## src/dmb_consts.svh

```systemverilog
// Constants of the multiply-accumulate block: widths, offsets, fields.
// Assumes inclusion by bare name from every file that needs them.
`ifndef DMB_CONSTS_SVH
`define DMB_CONSTS_SVH
`define DMB_OPW 18
`define DMB_PRW 36
`define DMB_ACCW 52
`define DMB_SUMW 53
`define DMB_CTLW 10
`define DMB_ADR_CTRL 8'h00
`define DMB_ADR_STAT 8'h04
`define DMB_ADR_RLO 8'h08
`define DMB_ADR_RHI 8'h0c
`define DMB_ADR_CAP0 8'h10
`define DMB_ADR_CAP1 8'h14
`define DMB_C_MODE 0
`define DMB_C_INEN 1
`define DMB_C_PPEN 2
`define DMB_C_OTEN 3
`define DMB_C_SDYN 4
`define DMB_C_SSTA 5
`define DMB_C_ADYN 6
`define DMB_C_ASTA 7
`define DMB_C_SHA 8
`define DMB_C_SHB 9
`define DMB_C_CLR 10
`define DMB_CTRL_RST 10'h00e
`define DMB_CAP0_VAL 32'h22422148
`define DMB_CAP1_VAL 32'h00000001
`endif

```

## src/dmb_pkg.sv

```systemverilog
// Types shared by the multiply-accumulate block.
// Assumes the constants header is on the include path.
`include "dmb_consts.svh"
package dmb_pkg;
  typedef enum logic [0:0] {
    DMB_MODE_MULTIPLY_ONLY_ELEMENT = 1'b0,
    DMB_MODE_MAC = 1'b1
  } dmb_mode_t;
  typedef logic [`DMB_OPW-1:0] dmb_opnd_t;
endpackage

```

## src/dmb_opnd_if.sv

```systemverilog
// Signals of one operand register stage.
// Assumes the package is compiled first.
`timescale 1ns/1ps
interface dmb_opnd_if;
  dmb_pkg::dmb_opnd_t d;
  dmb_pkg::dmb_opnd_t sri;
  dmb_pkg::dmb_opnd_t q;
  dmb_pkg::dmb_opnd_t op;
  logic load_en;
  logic shift_sel;
  logic byp;
  modport stage (input d, sri, load_en, shift_sel, byp, output q, op);
  modport user (output d, sri, load_en, shift_sel, byp, input q, op);
endinterface

```

## src/dmb_opnd_reg.sv

```systemverilog
// Operand register with shift-chain load and bypass.
// Assumes a synchronous active-high reset on the shared clock.
`timescale 1ns/1ps
module dmb_opnd_reg (
  // Clock and reset
  input wire logic clk_i,
  input wire logic rst_i,
  // Stage signals
  dmb_opnd_if.stage s
);
  // Direct or chained load
  always_ff @(posedge clk_i) begin
    if (rst_i) begin
      s.q <= '0;
    end else if (s.load_en) begin
      s.q <= s.shift_sel ? s.sri : s.d;
    end
  end

  assign s.op = s.byp ? s.d : s.q;
endmodule

```

## src/dmb_top.sv

```systemverilog
// Multiply and multiply-accumulate element with Wishbone control.
// Assumes fabric inputs synchronous to clk_i; classic Wishbone master.
//
// The Wishbone slave port and the register offsets were chosen for this implementation.
`timescale 1ns/1ps
`include "dmb_consts.svh"
module dmb_top (
  // Clock and reset
  input wire logic clk_i,
  input wire logic rst_i,
  // Wishbone slave
  input wire logic wb_cyc_i,
  input wire logic wb_stb_i,
  input wire logic wb_we_i,
  input wire logic [7:0] wb_adr_i,
  input wire logic [3:0] wb_sel_i,
  input wire logic [31:0] wb_dat_i,
  output logic [31:0] wb_dat_o,
  output logic wb_ack_o,
  // Fabric operands and controls
  input wire logic [`DMB_OPW-1:0] a_i,
  input wire logic [`DMB_OPW-1:0] b_i,
  input wire logic [`DMB_OPW-1:0] a_sri_i,
  input wire logic [`DMB_OPW-1:0] b_sri_i,
  input wire logic signed_i,
  input wire logic addsub_i,
  input wire logic ce_i,
  // Results
  output logic [`DMB_ACCW-1:0] result_o,
  output logic ovf_o,
  output logic [`DMB_OPW-1:0] a_sro_o,
  output logic [`DMB_OPW-1:0] b_sro_o
);
  logic [`DMB_CTLW-1:0] ctrl;
  dmb_pkg::dmb_mode_t mode;
  logic mode_mac;
  logic in_en;
  logic pipe_en;
  logic out_en;
  logic wb_hit;
  logic wr_go;
  logic clr;
  logic [31:0] rd_mux;
  logic sgn_in;
  logic sub_in;
  logic s1_sgn;
  logic s1_sub;
  logic sgn1;
  logic sub1;
  logic signed [`DMB_OPW:0] ax;
  logic signed [`DMB_OPW:0] bx;
  logic signed [2*`DMB_OPW+1:0] prod_full;
  logic [`DMB_PRW-1:0] prod;
  logic [`DMB_PRW-1:0] p2_prod;
  logic p2_sgn;
  logic p2_sub;
  logic [`DMB_PRW-1:0] prod2;
  logic sgn2;
  logic sub2;
  logic [`DMB_SUMW-1:0] pext;
  logic [`DMB_SUMW-1:0] aext;
  logic [`DMB_SUMW-1:0] sum;
  logic ovf_now;
  logic acc_upd;
  logic [`DMB_ACCW-1:0] acc;
  logic ovf;
  logic [`DMB_ACCW-1:0] mext;
  logic [`DMB_ACCW-1:0] m3;
  logic [`DMB_ACCW-1:0] mout;

  dmb_opnd_if ia ();
  dmb_opnd_if ib ();

  // Configuration fields
  assign mode = dmb_pkg::dmb_mode_t'(ctrl[`DMB_C_MODE]);
  assign mode_mac = (mode == dmb_pkg::DMB_MODE_MAC);
  assign in_en = ctrl[`DMB_C_INEN];
  assign pipe_en = ctrl[`DMB_C_PPEN];
  assign out_en = ctrl[`DMB_C_OTEN];

  // Wishbone handshake
  assign wb_hit = wb_cyc_i & wb_stb_i;
  assign wr_go = wb_hit & wb_we_i & wb_ack_o;
  assign clr = wr_go & wb_sel_i[1] & (wb_adr_i == `DMB_ADR_CTRL) &
               wb_dat_i[`DMB_C_CLR];

  always_ff @(posedge clk_i) begin
    if (rst_i) begin
      wb_ack_o <= 1'b0;
    end else begin
      wb_ack_o <= wb_hit & ~wb_ack_o;
    end
  end

  // Read data
  always_comb begin
    case (wb_adr_i)
      `DMB_ADR_CTRL: rd_mux = {22'h000000, ctrl};
      `DMB_ADR_STAT: rd_mux = {30'h00000000, mode_mac, ovf_o};
      `DMB_ADR_RLO: rd_mux = result_o[31:0];
      `DMB_ADR_RHI: rd_mux = {12'h000, result_o[`DMB_ACCW-1:32]};
      `DMB_ADR_CAP0: rd_mux = `DMB_CAP0_VAL;
      `DMB_ADR_CAP1: rd_mux = `DMB_CAP1_VAL;
      default: rd_mux = 32'h00000000;
    endcase
  end

  always_ff @(posedge clk_i) begin
    if (rst_i) begin
      wb_dat_o <= 32'h00000000;
    end else if (wb_hit & ~wb_ack_o) begin
      wb_dat_o <= rd_mux;
    end
  end

  // Control register
  always_ff @(posedge clk_i) begin
    if (rst_i) begin
      ctrl <= `DMB_CTRL_RST;
    end else if (wr_go && wb_adr_i == `DMB_ADR_CTRL) begin
      if (wb_sel_i[0]) begin
        ctrl[7:0] <= wb_dat_i[7:0];
      end
      if (wb_sel_i[1]) begin
        ctrl[9:8] <= wb_dat_i[9:8];
      end
    end
  end

  // Operand stages
  assign ia.d = a_i;
  assign ia.sri = a_sri_i;
  assign ia.load_en = ce_i;
  assign ia.shift_sel = ctrl[`DMB_C_SHA];
  assign ia.byp = ~in_en;
  assign ib.d = b_i;
  assign ib.sri = b_sri_i;
  assign ib.load_en = ce_i;
  assign ib.shift_sel = ctrl[`DMB_C_SHB];
  assign ib.byp = ~in_en;

  dmb_opnd_reg u_opa (
    .clk_i(clk_i),
    .rst_i(rst_i),
    .s(ia.stage)
  );

  dmb_opnd_reg u_opb (
    .clk_i(clk_i),
    .rst_i(rst_i),
    .s(ib.stage)
  );

  assign a_sro_o = ia.q;
  assign b_sro_o = ib.q;

  // Per-cycle sign and direction
  assign sgn_in = ctrl[`DMB_C_SDYN] ? signed_i : ctrl[`DMB_C_SSTA];
  assign sub_in = ctrl[`DMB_C_ADYN] ? addsub_i : ctrl[`DMB_C_ASTA];

  always_ff @(posedge clk_i) begin
    if (rst_i) begin
      s1_sgn <= 1'b0;
      s1_sub <= 1'b0;
    end else if (ce_i) begin
      s1_sgn <= sgn_in;
      s1_sub <= sub_in;
    end
  end

  assign sgn1 = in_en ? s1_sgn : sgn_in;
  assign sub1 = in_en ? s1_sub : sub_in;

  // Multiplier
  assign ax = {sgn1 & ia.op[`DMB_OPW-1], ia.op};
  assign bx = {sgn1 & ib.op[`DMB_OPW-1], ib.op};
  assign prod_full = ax * bx;
  assign prod = prod_full[`DMB_PRW-1:0];

  // Pipeline register
  always_ff @(posedge clk_i) begin
    if (rst_i) begin
      p2_prod <= '0;
      p2_sgn <= 1'b0;
      p2_sub <= 1'b0;
    end else if (ce_i) begin
      p2_prod <= prod;
      p2_sgn <= sgn1;
      p2_sub <= sub1;
    end
  end

  assign prod2 = pipe_en ? p2_prod : prod;
  assign sgn2 = pipe_en ? p2_sgn : sgn1;
  assign sub2 = pipe_en ? p2_sub : sub1;

  // Accumulator adder and range check
  assign pext = {{(`DMB_SUMW-`DMB_PRW){sgn2 & prod2[`DMB_PRW-1]}}, prod2};
  assign aext = {sgn2 & acc[`DMB_ACCW-1], acc};
  assign sum = sub2 ? aext - pext : aext + pext;
  assign ovf_now = sgn2 ? (sum[`DMB_SUMW-1] ^ sum[`DMB_ACCW-1]) :
                   sum[`DMB_SUMW-1];
  assign acc_upd = mode_mac & ce_i & ~clr;

  always_ff @(posedge clk_i) begin
    if (rst_i || clr) begin
      acc <= '0;
    end else if (acc_upd) begin
      acc <= sum[`DMB_ACCW-1:0];
    end
  end

  always_ff @(posedge clk_i) begin
    if (rst_i || clr) begin
      ovf <= 1'b0;
    end else if (acc_upd) begin
      ovf <= ovf_now;
    end
  end

  // Multiply-only output register
  assign mext = {{(`DMB_ACCW-`DMB_PRW){sgn2 & prod2[`DMB_PRW-1]}}, prod2};

  always_ff @(posedge clk_i) begin
    if (rst_i) begin
      m3 <= '0;
    end else if (ce_i && !mode_mac) begin
      m3 <= mext;
    end
  end

  assign mout = out_en ? m3 : mext;

  // Result and flag outputs
  always_ff @(posedge clk_i) begin
    if (rst_i) begin
      result_o <= '0;
    end else if (ce_i) begin
      result_o <= mode_mac ? acc : mout;
    end
  end

  always_ff @(posedge clk_i) begin
    if (rst_i) begin
      ovf_o <= 1'b0;
    end else begin
      ovf_o <= ovf;
    end
  end
endmodule

```

## config.mk

```make
export PLATFORM = sky130hd
export DESIGN_NAME = dmb_top
export DESIGN_NICKNAME = d
export VERILOG_FILES = /design/src/dmb_pkg.sv /design/src/dmb_opnd_if.sv /design/src/dmb_opnd_reg.sv /design/src/dmb_top.sv
export VERILOG_INCLUDE_DIRS = /design/src
export SDC_FILE = /design/constraint.sdc
export NUM_CORES = 2
export LEC_CHECK = 0
export ABC_AREA = 1
export CORE_ASPECT_RATIO = 0.5
export CORE_MARGIN = 5
export CORE_UTILIZATION = 54
export CTS_CLUSTER_SIZE = 12
export DETAILED_ROUTE_END_ITERATION = 6
export DONT_BUFFER_PORTS = 1
export PLACE_DENSITY = 0.72
export SYNTH_ARGS = -nofsm -noshare
export SYNTH_HDL_FRONTEND = slang
export SYNTH_HIERARCHICAL = 1
export SYNTH_SLANG_ARGS = --single-unit
```

## constraint.sdc

```tcl
create_clock -name clk_i -period 9.7 [get_ports clk_i]
set_clock_uncertainty 0.1 [all_clocks]
set_input_delay 1.455 -clock clk_i [delete_from_list [all_inputs] [get_ports clk_i]]
set_output_delay 1.455 -clock clk_i [all_outputs]
set_load 0.02 [all_outputs]
```

==> reports/results.ini <==
[detailed_routing]
drc_errors=0
vias=30800
drt-wirelength-per-cell_um=17.55
drtIter0Drc=2547
ant_nets=0
via_per_inst=5.383
wl_um=100400
first_pass_iters=5

[critical_path]
rrSetupSlack_ns=0.10
start_kind=input pin
arrival_ns=10.01
r2r-end=ovf
required_ns=10.06
cp_max_fo=8
critPathMaxStageDelay_ns=0.58
reg2reg_depth=49
crit_buf_inv=9
path_delay_family=adder cells
path_class=input pin to flip-flop
r2r-start=ctrl[1]
slowest_stage=fa_1
crit_path_end_kind=flip-flop
cpMostUsedCell=nand2_1

[placement]
gp_congestion=0.9980
port_buffers=0
post-place-ws_ns=-1.040
dp_hpwl_um=77520

[floorplanning]
die_width_um=349.2
design.core.area_um2=57170
die_h_um=179.6
rows=62
die_area_um2=62730
start_util_pct=54.35
ios=246

[power]
p_sw_share_pct=43.12
combPwrFrac_pct=59.2
pwr-share-seq_pct=21.3
ir_drop_v=0.0001537
p_int_mw=3.183
p_leak_nw=19.95
power_density_nw_per_um2=144.2
total_power_mw=5.595
clockPowerShare_pct=19.5
p_switching_mw=2.412

[final_layout]
area_growth_pct=24.87
drive_above_1_share_pct=23.34
final_nets=5578
diodes=0

[yosys]
synth_common_cells=nand2_1 (1140), inv_1 (992), fa_1 (356)
yosys_register_bits=262
yosys.area.top_type=fa_1
synth_edf_count=0
synthArstFlopShare_pct=0
synth_top_area_share_pct=22.94
syn_area_per_cell_um2=6.885
yosysWarnings=6
syn-cell-area_um2=31070
synth_nets=5154
synth_cell_types=62
yosysSeqAreaShare_pct=16.88
ys_top_cells_by_area=fa_1 (23%), dfxtp_1 (17%), nand2_1 (14%), inv_1 (12%), ha_1 (6.5%)
netlist_instances=4513
synth-main-ff-cell=dfxtp_1
synth.most_common_cell=nand2_1

[grt]
globalRouteMet2Util_pct=50.49
grt_pass1_wl_um=155500
gr-max-usage-layer=met2
grt_pass1_vias=30140
met3_usage_pct=4.129
antenna_found_initial=0
grt_max_degree=156
grt_usage_pct=30.22
overflow=0
use_met1_pct=40.09

[min_path]
hold_depth=2
worstHoldStart=ovf
hold_path_end=ovf_o
hp-class=flip-flop to flip-flop

[sta]
fin_crit_ns=9.654
fmax_mhz=103.6
hold_viol_final=0
layout_setup_ws_ns=0.04629
finalSetupViolCount=0
slew_headroom_pct=20.10
drv_slew=0
rsz0062_at_grt=true
final.setup.tns_ns=0
tightest_slew_ns=1.197
fin_crit_sh_pct=99.52

[clock_network]
clk_pin_slew_worst_paths_ns=0.07
cts_tree=built
clock_latency_ns=0.59
clock_sinks=262
cts-root-buf=clkbuf_16
postCtsHoldBufs=0
clk_path_buf_depth=3
cts_buffers=29
cts_max_level=1

[run]
maxCapViolCount=0

[status]
status=finished clean

-- registers in the layout (all words and copies together), names as in the netlist --
| name | cells |
|---|---|
| acc | 52 |
| ctrl | 10 |
| m3 | 37 |
| ovf | 1 |
| ovf_o | 1 |
| p2_prod | 36 |
| p2_sgn | 1 |
| p2_sub | 1 |
| result_o | 52 |
| s1_sgn | 1 |
| s1_sub | 1 |
| u_opa/s.q | 18 |
| u_opb/s.q | 18 |
| wb_ack_o | 1 |
| wb_dat_o | 32 |
-- kinds of logic after synthesis --
logic type      share of synthesized area [%]
simple gates                            24.95
buf+inv                                 15.38
compound gates                          11.47
fa+ha+maj                               29.42
flops                                   16.88
xor+xnor                                1.860
mux                                   0.03222
-- tightest hold or removal path: stages, from the launching register on --
cell and delay [ns]:
dfxtp_1 0.31, inv_1 0.04, nor2_1 0.03
-- timing repair --
item                       CTS  global route
buffers inserted            13            42
pin swaps                   43           171
gates resized for setup    112           384
setup endpoints to repair   27            34
cloned                       0             1
-- power groups by stage --
stage | registers (mW) | logic, mW | clock network [mW]
detailed placement | 1.21 | 2.53 | 0
global placement | 1.21 | 2.49 | 0
finish | 1.19 | 3.31 | 1.09
global route | 1.20 | 3.57 | 1.15
CTS | 1.19 | 2.70 | 1.10
floorplan | 1.21 | 1.47 | 0
-- per-layer routing --
layer	vias to the layer above	part of all wire [%]	wire (um)
met5	-	0	0
met4	0	4.7	4681
met3	258	6.9	6883
met2	1162	48	47700
met1	14820	41	41140
li1	14560	-	-
-- worst max path at each step --
stage | from | endpoint | slack [ns] | cells after the start
2_1_floorplan | a_i[14] | ovf | 0.06 | 47
3_3_place_gp | b_i[7] | acc[45] | -0.94 | 45
3_5_place_dp | a_i[7] | acc[45] | -1.04 | 42
4_1_cts | signed_i | ovf | 0.0001 | 46
5_1_grt | signed_i | acc[49] | -0.35 | 54
6_report | b_i[4] | ovf | 0.05 | 50
-- metrics by stage --
stage                     std cells  hold WS (ns)  area [um^2]  util [%]
after floorplan                4513        0.2999        31080         -
final                          5721        0.3259        38800     67.86
after CTS                      5678        0.3271        36740     64.26
after global routing           5721        0.3466        38800     67.86
after detailed placement       5618        0.3092        35290     61.72
after global placement         5618        0.3108        35290     61.72
-- cell usage in the layout, fill, tap and decap left out, types with 115 or more instances in the layout --
cell     netlist  layout
nand2_1     1140    1051
inv_1        992     970
buf_4          0     547
fa_1         356     336
nor2_1       313     265
dfxtp_1      262     262
a21oi_1      204     178
o21ai_0      223     165
nand3_1      166     141
nand2_2       51     115
-- area by class of cell --
type                       count  area, um^2
clock buffer                  38       789.5
fill                        4587       18370
inverter                    1021        3860
tap                          768       960.9
timing repair buffer         590        4730
sequential                   262        5245
multi-input combinational   3033       23120
clock inverter                 9       96.34
Power figures use the tool's default switching activity.
